[config.mk]
export PLATFORM = sky130hd
export DESIGN_NAME = ausb_uart
export DESIGN_NICKNAME = d
export VERILOG_FILES = /design/src/inc/ausb_pkg.sv /design/src/logic/ausb_uart.sv
export SDC_FILE = /design/constraint.sdc
export NUM_CORES = 1
export LEC_CHECK = 0
export ABC_AREA = 1
export ABC_CLOCK_PERIOD_IN_PS = 5900
export BUFFER_PORTS_ARGS = -buffer_cell sky130_fd_sc_hd__buf_2
export CORE_UTILIZATION = 40
export CTS_BUF_LIST = sky130_fd_sc_hd__clkbuf_16
export CTS_CLUSTER_SIZE = 25
export DETAILED_ROUTE_END_ITERATION = 7
export GPL_TIMING_DRIVEN = 0
export PLACE_DENSITY = 0.56
export SETUP_SLACK_MARGIN = 0.2
export SLEW_MARGIN = 25
export SYNTH_ARGS = -nofsm -noshare
export SYNTH_HDL_FRONTEND = slang
export SYNTH_SLANG_ARGS = --single-unit
export TNS_END_PERCENT = 1
[constraint.sdc]
create_clock -name sys_clk_in -period 5.9 [get_ports sys_clk_in]
set_input_delay 1.77 -clock sys_clk_in [delete_from_list [all_inputs] [get_ports sys_clk_in]]
set_output_delay 1.77 -clock sys_clk_in [all_outputs]
set_load 0.005 [all_outputs]
[src/inc/ausb_pkg.sv]
// Constants and types shared by the asynchronous serial block
package ausb_pkg;

	// Register byte addresses
	localparam logic [15:0] MODE_ADDR = 16'hffa0;
	localparam logic [15:0] STATUS_ADDR = 16'hffa1;
	localparam logic [15:0] BAUD_ADDR = 16'hffa2;
	localparam logic [15:0] DATA_ADDR = 16'hffa3;

	// Values after reset
	localparam logic [7:0] MODE_RESET = 8'h00;
	localparam logic [2:0] STATUS_RESET = 3'h0;
	localparam logic [6:0] BAUD_RESET = 7'h00;
	localparam logic [7:0] TX_SHIFT_RESET = 8'hff;
	localparam logic [7:0] RX_BUFFER_RESET = 8'hff;

	// Mode register fields
	localparam int TX_ENABLE_BIT = 7;
	localparam int RX_ENABLE_BIT = 6;
	localparam int PARITY_SEL_HI = 5;
	localparam int PARITY_SEL_LO = 4;
	localparam int CHAR_LEN_SEL = 3;
	localparam int STOP_LEN_SEL = 2;
	localparam int ERR_IRQ_SUPPRESS = 1;

	// Status register fields
	localparam int PARITY_ERR_FLAG = 2;
	localparam int FRAME_ERR_FLAG = 1;
	localparam int OVERRUN_ERR_FLAG = 0;

	// Baud generator fields and base divisor
	localparam int PRESCALE_SEL_LSB = 4;
	localparam logic [4:0] DIVISOR_BASE = 5'h10;

	// Parity modes
	localparam logic [1:0] PAR_NONE = 2'h0;
	localparam logic [1:0] PAR_ZERO = 2'h1;
	localparam logic [1:0] PAR_ODD = 2'h2;
	localparam logic [1:0] PAR_EVEN = 2'h3;

	typedef enum logic [4:0] {
		TX_IDLE = 5'h01,
		TX_START = 5'h02,
		TX_DATA = 5'h04,
		TX_PAR = 5'h08,
		TX_STOP = 5'h10
	} ausb_tx_state_t;

	typedef enum logic [4:0] {
		RX_IDLE = 5'h01,
		RX_START = 5'h02,
		RX_DATA = 5'h04,
		RX_PAR = 5'h08,
		RX_STOP = 5'h10
	} ausb_rx_state_t;

endpackage

[src/logic/ausb_uart.sv]
// Asynchronous serial transmitter/receiver with baud generator and register port
//
// Behaviour
// - 7-bit mode sends data bits 0..6 only
// - Writing the data address queues a character; transmission starts once the transmitter is enabled and idle
// - Transmit shift register write-only, resets FFH
// - Data address reads receive, writes transmit
// - Shifted-in character moves to receive buffer
// - 7-bit receive forces buffer bit 7 zero
// - Receive buffer read-only, resets FFH
// - Transmit frames start, parity, stop bits
// - Receive errors set matching status flags
// - Mode register read/write, resets 00H
// - Bits 7/6 enable transmit and receive
// - Bits 5:4 select parity mode
// - Bit 3 selects seven or eight bits
// - Bit 2 selects one or two stops
// - Bit 1 suppresses completion request on error
// - Status read-only, bits 2..0 flags
// - Parity mismatch in odd or even mode sets parity error flag
// - Missing stop bit sets framing error
// - Unread buffer at completion sets overrun
// - Receiver checks only one stop bit
// - Prescale 2..256 then divide 16..31
`timescale 1ns/100ps
`default_nettype none

module ausb_uart
	import ausb_pkg::*;
(
	// Clock and reset
	input wire logic sys_clk_in,
	input wire logic rst_n_in,
	// Processor register port
	input wire logic [15:0] bus_addr_in,
	input wire logic bus_wr_in,
	input wire logic bus_rd_in,
	input wire logic [7:0] bus_wdata_in,
	output logic [7:0] bus_rdata_out,
	output logic tx_space_out,
	// Serial pins
	input wire logic serial_in_pin_in,
	output logic serial_out_pin_out,
	output logic tx_pin_serial_out,
	output logic rx_pin_serial_out,
	// Reception-complete request
	output logic rx_done_irq_out
);

	typedef struct packed {
		logic [7:0] mode_reg;
		logic [6:0] baud_gen_ctrl_reg;
		logic [2:0] status_reg;
		logic [7:0] rx_buffer;
		logic unread;
		logic [7:0] rdata;
		logic irq;
		logic [1:0][7:0] fifo_mem;
		logic fifo_wp;
		logic fifo_rp;
		logic [1:0] fifo_cnt;
		logic space;
		logic [7:0] pre_cnt;
		ausb_tx_state_t tx_state;
		logic [7:0] tx_shift_reg;
		logic [4:0] tx_cnt;
		logic [2:0] tx_bit;
		logic tx_stop2;
		logic txd;
		logic [2:0] sync;
		logic line;
		ausb_rx_state_t rx_state;
		logic [7:0] rx_shift_reg;
		logic [4:0] rx_cnt;
		logic [2:0] rx_bit;
		logic rx_par;
	} ausb_state_t;

	localparam ausb_state_t STATE_RESET = '{
		mode_reg: MODE_RESET, baud_gen_ctrl_reg: BAUD_RESET, status_reg: STATUS_RESET,
		rx_buffer: RX_BUFFER_RESET, unread: 1'b0, rdata: 8'h00, irq: 1'b0,
		fifo_mem: '0, fifo_wp: 1'b0, fifo_rp: 1'b0, fifo_cnt: 2'h0, space: 1'b1,
		pre_cnt: 8'h00, tx_state: TX_IDLE, tx_shift_reg: TX_SHIFT_RESET, tx_cnt: 5'h00,
		tx_bit: 3'h0, tx_stop2: 1'b0, txd: 1'b1, sync: 3'h7, line: 1'b1,
		rx_state: RX_IDLE, rx_shift_reg: 8'h00, rx_cnt: 5'h00, rx_bit: 3'h0, rx_par: 1'b0
	};

	ausb_state_t st_reg;
	ausb_state_t st_next;

	logic tx_en, rx_en, len8, sck_tick, wr_data, rd_data, push, pop;
	logic par_calc, par_err, frame_err;
	logic [1:0] par_mode;
	logic [2:0] last_bit;
	logic [7:0] pre_mask, rx_char;
	logic [4:0] bit_lim, half_lim;

	assign tx_en = st_reg.mode_reg[TX_ENABLE_BIT];
	assign rx_en = st_reg.mode_reg[RX_ENABLE_BIT];
	assign par_mode = st_reg.mode_reg[PARITY_SEL_HI:PARITY_SEL_LO];
	assign len8 = st_reg.mode_reg[CHAR_LEN_SEL];
	assign last_bit = len8 ? 3'h7 : 3'h6;
	// prescaler gives fx/2^(n+1), then 16+m count
	assign pre_mask = 8'((9'h002 << st_reg.baud_gen_ctrl_reg[6:PRESCALE_SEL_LSB]) - 9'h001);
	assign sck_tick = &(st_reg.pre_cnt | ~pre_mask);
	assign bit_lim = DIVISOR_BASE + {1'b0, st_reg.baud_gen_ctrl_reg[3:0]} - 5'h01;
	assign half_lim = ((DIVISOR_BASE + {1'b0, st_reg.baud_gen_ctrl_reg[3:0]}) >> 1) - 5'h01;

	// shared address, direction picks the register
	assign wr_data = bus_wr_in && (bus_addr_in == DATA_ADDR);
	assign rd_data = bus_rd_in && (bus_addr_in == DATA_ADDR);
	// A full buffer drops the write; tx_space_out tells software to wait
	assign push = wr_data && (st_reg.fifo_cnt != 2'h2);
	assign pop = tx_en && (st_reg.tx_state == TX_IDLE) && (st_reg.fifo_cnt != 2'h0);
	// seven-bit characters land in the top seven shifted bits
	assign rx_char = len8 ? st_reg.rx_shift_reg : {1'b0, st_reg.rx_shift_reg[7:1]};
	assign par_calc = (par_mode == PAR_ODD) ? ~(^rx_char) : ^rx_char;
	// only odd and even modes are checked
	assign par_err = par_mode[1] && (st_reg.rx_par != par_calc);
	assign frame_err = !st_reg.line;

	always_comb
	begin
		st_next = st_reg;
		st_next.irq = 1'b0;
		st_next.pre_cnt = st_reg.pre_cnt + 8'h01;
		// mode register, bit 0 kept as written
		if (bus_wr_in && (bus_addr_in == MODE_ADDR))
		begin
			st_next.mode_reg = bus_wdata_in;
		end
		if (bus_wr_in && (bus_addr_in == BAUD_ADDR))
		begin
			st_next.baud_gen_ctrl_reg = bus_wdata_in[6:0];
		end
		// Read data is registered, valid the cycle after the strobe
		if (bus_rd_in)
		begin
			unique case (bus_addr_in)
				MODE_ADDR: st_next.rdata = st_reg.mode_reg;
				STATUS_ADDR: st_next.rdata = {5'h00, st_reg.status_reg};
				BAUD_ADDR: st_next.rdata = {1'b0, st_reg.baud_gen_ctrl_reg};
				DATA_ADDR: st_next.rdata = st_reg.rx_buffer;
				default: st_next.rdata = 8'h00;
			endcase
		end
		if (rd_data)
		begin
			st_next.unread = 1'b0;
		end
		// a write queues the character, transmitter takes it when idle
		if (push)
		begin
			st_next.fifo_mem[st_reg.fifo_wp] = bus_wdata_in;
			st_next.fifo_wp = ~st_reg.fifo_wp;
		end
		if (pop)
		begin
			st_next.fifo_rp = ~st_reg.fifo_rp;
		end
		st_next.fifo_cnt = st_reg.fifo_cnt + {1'b0, push} - {1'b0, pop};
		st_next.space = (st_next.fifo_cnt != 2'h2);
		unique case (st_reg.tx_state)
			TX_IDLE:
			begin
				st_next.txd = 1'b1;
				if (pop)
				begin
					// write-only shift register loaded from queue
					st_next.tx_shift_reg = st_reg.fifo_mem[st_reg.fifo_rp];
					st_next.tx_state = TX_START;
					st_next.tx_cnt = 5'h00;
					st_next.txd = 1'b0;
				end
			end
			TX_START, TX_DATA, TX_PAR, TX_STOP:
			begin
				if (sck_tick)
				begin
					st_next.tx_cnt = st_reg.tx_cnt + 5'h01;
				end
				if (sck_tick && (st_reg.tx_cnt == bit_lim))
				begin
					st_next.tx_cnt = 5'h00;
					unique case (st_reg.tx_state)
						TX_START:
						begin
							st_next.tx_state = TX_DATA;
							st_next.tx_bit = 3'h0;
							st_next.txd = st_reg.tx_shift_reg[0];
						end
						TX_DATA:
						begin
							// stop after bit 6 in 7-bit mode
							if (st_reg.tx_bit == last_bit)
							begin
								if (par_mode == PAR_NONE)
								begin
									st_next.tx_state = TX_STOP;
									st_next.txd = 1'b1;
								end
								else
								begin
									st_next.tx_state = TX_PAR;
									unique case (par_mode)
										PAR_ZERO: st_next.txd = 1'b0;
										PAR_ODD: st_next.txd = ~(^(st_reg.tx_shift_reg & {len8, 7'h7f}));
										default: st_next.txd = ^(st_reg.tx_shift_reg & {len8, 7'h7f});
									endcase
								end
								st_next.tx_stop2 = st_reg.mode_reg[STOP_LEN_SEL];
							end
							else
							begin
								st_next.tx_bit = st_reg.tx_bit + 3'h1;
								st_next.txd = st_reg.tx_shift_reg[st_reg.tx_bit + 3'h1];
							end
						end
						TX_PAR:
						begin
							st_next.tx_state = TX_STOP;
							st_next.txd = 1'b1;
						end
						default:
						begin
							st_next.txd = 1'b1;
							if (st_reg.tx_stop2)
							begin
								st_next.tx_stop2 = 1'b0;
							end
							else
							begin
								st_next.tx_state = TX_IDLE;
							end
						end
					endcase
				end
			end
		endcase
		// transmitter disabled holds the line idle
		if (!tx_en)
		begin
			st_next.tx_state = TX_IDLE;
			st_next.txd = 1'b1;
		end

		// Three-stage sampler; a change counts once stages two and three agree
		st_next.sync = {st_reg.sync[1:0], serial_in_pin_in};
		if (st_reg.sync[2] == st_reg.sync[1])
		begin
			st_next.line = st_reg.sync[2];
		end

		if (sck_tick && (st_reg.rx_state != RX_IDLE))
		begin
			st_next.rx_cnt = st_reg.rx_cnt + 5'h01;
		end
		unique case (st_reg.rx_state)
			RX_IDLE:
			begin
				// falling start edge restarts bit timing
				if (!st_reg.line)
				begin
					st_next.rx_state = RX_START;
					st_next.rx_cnt = 5'h00;
				end
			end
			RX_START:
			begin
				// centre check of start bit rejects glitches
				if (sck_tick && (st_reg.rx_cnt == half_lim))
				begin
					st_next.rx_cnt = 5'h00;
					st_next.rx_bit = 3'h0;
					st_next.rx_state = st_reg.line ? RX_IDLE : RX_DATA;
				end
			end
			RX_DATA, RX_PAR, RX_STOP:
			begin
				if (sck_tick && (st_reg.rx_cnt == bit_lim))
				begin
					st_next.rx_cnt = 5'h00;
					unique case (st_reg.rx_state)
						RX_DATA:
						begin
							st_next.rx_shift_reg = {st_reg.line, st_reg.rx_shift_reg[7:1]};
							st_next.rx_bit = st_reg.rx_bit + 3'h1;
							if (st_reg.rx_bit == last_bit)
							begin
								st_next.rx_state = (par_mode == PAR_NONE) ? RX_STOP : RX_PAR;
							end
						end
						RX_PAR:
						begin
							st_next.rx_par = st_reg.line;
							st_next.rx_state = RX_STOP;
						end
						default:
						begin
							// a single stop bit is checked
							st_next.rx_state = RX_IDLE;
							st_next.rx_buffer = rx_char;
							st_next.status_reg[PARITY_ERR_FLAG] = par_err;
							st_next.status_reg[FRAME_ERR_FLAG] = frame_err;
							st_next.status_reg[OVERRUN_ERR_FLAG] = st_reg.unread;
							// Completion beats a same-cycle read so the new data stays unread
							st_next.unread = 1'b1;
							// request dropped on error when suppressed
							st_next.irq = !(st_reg.mode_reg[ERR_IRQ_SUPPRESS]
								&& (par_err || frame_err || st_reg.unread));
						end
					endcase
				end
			end
		endcase
		if (!rx_en)
		begin
			st_next.rx_state = RX_IDLE;
		end
	end

	always_ff @(posedge sys_clk_in)
	begin
		if (!rst_n_in)
		begin
			st_reg <= STATE_RESET;
		end
		else
		begin
			st_reg <= st_next;
		end
	end

	assign bus_rdata_out = st_reg.rdata;
	assign tx_space_out = st_reg.space;
	assign serial_out_pin_out = st_reg.txd;
	assign tx_pin_serial_out = st_reg.mode_reg[TX_ENABLE_BIT];
	assign rx_pin_serial_out = st_reg.mode_reg[RX_ENABLE_BIT];
	assign rx_done_irq_out = st_reg.irq;

endmodule

`default_nettype wire

* Word level (Yosys, flattened, before mapping)
Cells that the tools add are included.
** Word-level totals
- Flip-flop bits (word level) :: 114
- Output and inout port bits :: 13
- Logic and storage cells :: 185
** Operators by class
- Add/subtract/negate cells :: 11
- Magnitude comparators :: 4
- Eq/ne operators :: 38
- Shift-type cells :: 1
- Mux-type cells :: 50
- Bitwise operators :: 12
- Reduce and logical (&&, ||, !) cells :: 42
** Operators by type and width (number)
- $eq 16x16->1 const B :: 4
- $mux 5 :: 10
- $mux 8 :: 6
- $pmux 5 s3 :: 3
- $pmux 8 s4 :: 1
- $pmux 5 s2 :: 3
- $mux 22 :: 1
- $ne 2x2->1 const B :: 10
- $reduce_and 4->1 :: 5
- $mux 18 :: 1
- $bwmux 16 :: 1
- $reduce_xor 8->1 :: 2
- $eq 5x5->1 :: 3
- $logic_and 1x1->1 :: 14
- $mux 1 :: 12
- $pmux 3 s2 :: 2
- $add 5x1->5 const B :: 2
- $eq 5x1->1 const B :: 2
- $eq 5x2->1 const B :: 2
- $eq 5x3->1 const B :: 2
- $eq 5x4->1 const B :: 2
- $eq 5x5->1 const B :: 2
- $mux 10 :: 1
- $mux 3 :: 3
- other kinds (38) :: 64

* Logic depth before layout (Yosys ltp)
- Depth after elaboration :: 10
- Mapped depth :: 17

* Worst setup path after synthesis
OpenSTA, ideal clock, no wires.
- Kind :: in2reg
- Start point :: input bus_addr_in[15]
- End point :: register st_reg, in the netlist tx_space_out
- Setup time :: 0.117 ns
- Arrival :: 3.276 ns
- Data required time :: 5.783 ns
- Path slack :: 2.507 ns
- Cell stages on the path :: 11
- Buffers on the path :: 0
- Path through :: nand4_1 -> nor3_4 -> nand3_1 -> inv_1 -> nand3_2 -> ha_1 -> inv_1 -> ha_1 -> xor2_1 -> nor2_1 -> nand2_1
** Between the ends
- Cells in the longest elaborated chain, start to end :: 6
** RTL lines
- start, declared :: line ausb_uart.sv:35 : input wire logic [15:0] bus_addr_in,
- $eq 16x16->1 :: line ausb_uart.sv:110 : assign wr_data = bus_wr_in && (bus_addr_in == DATA_ADDR);
- $logic_and 1x1->1 :: line ausb_uart.sv:110
- $logic_and 1x1->1 :: line ausb_uart.sv:113 : assign push = wr_data && (st_reg.fifo_cnt != 2'h2);
- $add 2x1->2 :: line ausb_uart.sv:161 : st_next.fifo_cnt = st_reg.fifo_cnt + {1'b0, push} - {1'b0, pop};
- $sub 2x1->2 :: line ausb_uart.sv:161
- $ne 2x2->1 :: line ausb_uart.sv:162 : st_next.space = (st_next.fifo_cnt != 2'h2);
- end signal, assigned :: line ausb_uart.sv:330 : st_reg <= st_next;
- end, declared :: line ausb_uart.sv:88 : ausb_state_t st_reg;
Every way passes these cells.
A chain may end at the register's enable or synchronous reset.

* Worst setup path in the final report
- Start point :: input bus_addr_in[13]
- End point :: register st_reg, in the netlist tx_space_out
The elaborated chain is that of the path after synthesis.

==> impl_metrics.ini <==
[place]
numPortBuffers = 39
dpl.hpwl_um = 12280
gp_congestion = 0.8184

[yosys]
synth_cells = 886
yosys.area_share.simple_pct = 31.80
ys_ff_latch = 114
synth_top_cell_area_share_pct = 37.38
synthAdderAreaFrac_pct = 2.664
async_reset_ff_share_pct = 0
synth_xor_area_share_pct = 4.160
syn-cell-area_um2 = 6106
synth_top_family_by_area = simple AND/OR/NAND/NOR gates
synth-edff-count = 0
synth.mux.area_fraction_pct = 0
syn_avg_cell_area_um2 = 6.891
synth_top_area_cell = dfxtp_1
synth_nets = 928
synth-compound-area-share_pct = 14.39
ys_warn_count = 0
synth_area_leaders = dfxtp_1 37%, nand2_1 14%, a21oi_1 6.4%, inv_1 6.1%, nand3_1 5.5%
synth_flop_cell = dfxtp_1
ys_seq_area_share_pct = 37.38
yosysUniqueCellTypes = 43

[routing]
post_drt_wl_per_cell_um = 14.02
ant_nets = 0
wirelength_um = 15980
routed-via-count = 5614
dr.pass1.iters = 5
drt_iter0_drc = 331
vias_per_cell = 4.925
drc = 0

[timing]
hold_viol = 0
slew_violations = 0
rsz0062_at_grt = no
setup_violations = 0
period_share_pct = 55.28
setup_tns_ns = 0
slew_headroom_pct = 58.04
max_slew.worst_pin.slew_ns = 0.6293
finClkSkew_ns = 0.005923
min_period_ns = 3.261
max_freq_mhz = 306.6

[final_layout]
n_fill_cell = 1551
largest_reg_flops = 96
seqCellArea_um2 = 2282
final_cell_mix = 220 x nand2_1, 114 x dfxtp_1, 100 x inv_1
num_antenna_cells = 0
multiInputGateArea_um2 = 3237
final_common_cell = nand2_1
area_growth_pct = 15.86
drive_gt1_share_pct = 12.45
nets = 986

[clock_network]
cts_inserted_buffers = 17
cts_sinks = 114
clk_pin_slew_ns = 0.06
clockRootBuffer = clkbuf_16
postCtsHoldBufs = 0
cts_resized = 0
clk_latency_ns = 0.42
clockBufferDepth = 2
tritoncts = done
htreeDepth = 4
post-cts-setup-buffer-count = 0

[pwr]
p_total_uw = 1776
power_density_nw_per_um2 = 251.1
ir_drop_uv = 206.8
leakagePower_uw = 0.003149

[floorplan]
rows = 44
fp.dieH_um = 125.6
die_width_um = 125.6
initial_core_util_pct = 41.54
die_area_um2 = 15760
io_pins = 42
fp.coreArea_um2 = 14700

[worst_setup_path]
end_kind = flip-flop
max_stage_delay_ns = 0.35
timing.rr.end = st_reg[92]
crit_path_top_delay_cell = nor3_4
crit_end = tx_space_out
startpoint = bus_addr_in[13]
reg2reg_depth = 13
cp_max_fo = 10
r2r_setup_slack_ns = 3.46
cp.required_ns = 6.21
cp_data_arrival_time_ns = 3.57
crit_type = in2reg
path_cells = buf_2 > nand4_1 > nor3_4 > nand3_1 > inv_1 > nand3_2 > ha_1 > inv_1 > ha_1 > xor2_1 > nor2_1 > nand2_1
critPathLaunchType = primary input
r2r_start = st_reg[99]

[global_route]
grt_first_pass_wirelength_um = 26360
first_global_vias = 5330
antenna_found_initial = 0
grt_max_degree = 17
grt_usage_pct = 21.54
grt_overflow = 0

[outcome]
status = completed

[hold_path]
hold_path_class = reg2reg
hold_path_depth = 2

[flow_run]
drv_cap = 0
[cell usage after synthesis (2+ instances only)]
| library cell | n |
|---|---|
| a31oi_1 | 2 |
| o311ai_0 | 8 |
| nand4_2 | 2 |
| nor2_1 | 82 |
| buf_6 | 2 |
| o21ai_0 | 65 |
| a21oi_1 | 78 |
| nand2_2 | 4 |
| buf_4 | 10 |
| nand4_1 | 9 |
| xnor2_1 | 12 |
| xor2_1 | 17 |
| buf_2 | 4 |
| inv_1 | 100 |
| nand3_1 | 67 |
| nor3_1 | 13 |
| nand2_1 | 220 |
| clkbuf_1 | 16 |
| nand2_4 | 4 |
| or2_2 | 3 |
| nand3b_1 | 3 |
| clkinv_1 | 4 |
| ha_1 | 13 |
| inv_2 | 4 |
| o21ai_2 | 3 |
| o21a_1 | 2 |
| nor4_1 | 3 |
| o211ai_1 | 2 |
| dfxtp_1 | 114 |
| nor2_4 | 7 |
[logic make-up after synthesis]
| group | after synthesis |
|---|---|
| DFF | 114 |
| buffers and inverters | 141 |
| xor gates and xnor gates | 29 |
| adders and majority gates | 13 |
| and+or+nand+nor | 426 |
| AOI/OAI and AO/OA | 163 |
[metrics by stage]
step                util (%)  setup WS [ns]  hold slack (ns)  cells  cell area [µm²]
floorplan                  -          2.507           0.3925    886             6106
global placement       44.43          2.186           0.4287   1109             6531
detailed placement     44.43          2.180           0.4263   1109             6531
CTS                    48.13          2.622           0.4414   1140             7074
global route           48.13          2.497           0.4625   1140             7074
finish                 48.13          2.639           0.4447   1140             7074
[layer usage]
| layer | track usage (%) | vias to the layer above | routed length (µm) |
|---|---|---|---|
| li1 | - | 2992 | - |
| met1 | 28.58 | 2509 | 8058 |
| met2 | 34.61 | 91 | 7170 |
| met3 | 5.135 | 22 | 564 |
| met4 | 6.313 | 0 | 191 |
| met5 | 0 | - | 0 |
[worst min-delay path by stage]
| stage | start | endpoint | slack, ns |
|---|---|---|---|
| after floorplan | st_next[24] | st_next[25] | 0.39 |
| after global placement | st_reg[25] | st_reg[22] | 0.43 |
| after detailed placement | st_next[24] | st_next[25] | 0.43 |
| after CTS | st_reg[25] | st_reg[22] | 0.44 |
| after global routing | st_next[24] | st_next[25] | 0.46 |
| final | st_reg[25] | st_reg[22] | 0.44 |
[area by class of cell]
type	count	area share (%)
multi-input cells	631	45.76
flip-flops and latches	114	32.26
clock buffers	17	6.013
inverters	108	5.730
well taps	184	3.254
repair buffers	39	2.759
plain buffers	33	2.565
clock inverters	14	1.663
[critical path, delay by kind of cell]
family	cells	cell delay [ns]
buf+inv	3	0.21
xor+xnor	1	0.16
simple gates	6	0.94
fa+ha+maj	2	0.50
[where the power goes]
| part | total [µW] | switching (µW) | internal (µW) |
|---|---|---|---|
| clock network | 950 | 379 | 571 |
| logic | 51.4 | 35.9 | 15.5 |
| registers | 775 | 2.00 | 773 |
| total | 1780 | 416 | 1360 |
(Power assumes the default switching activity.)
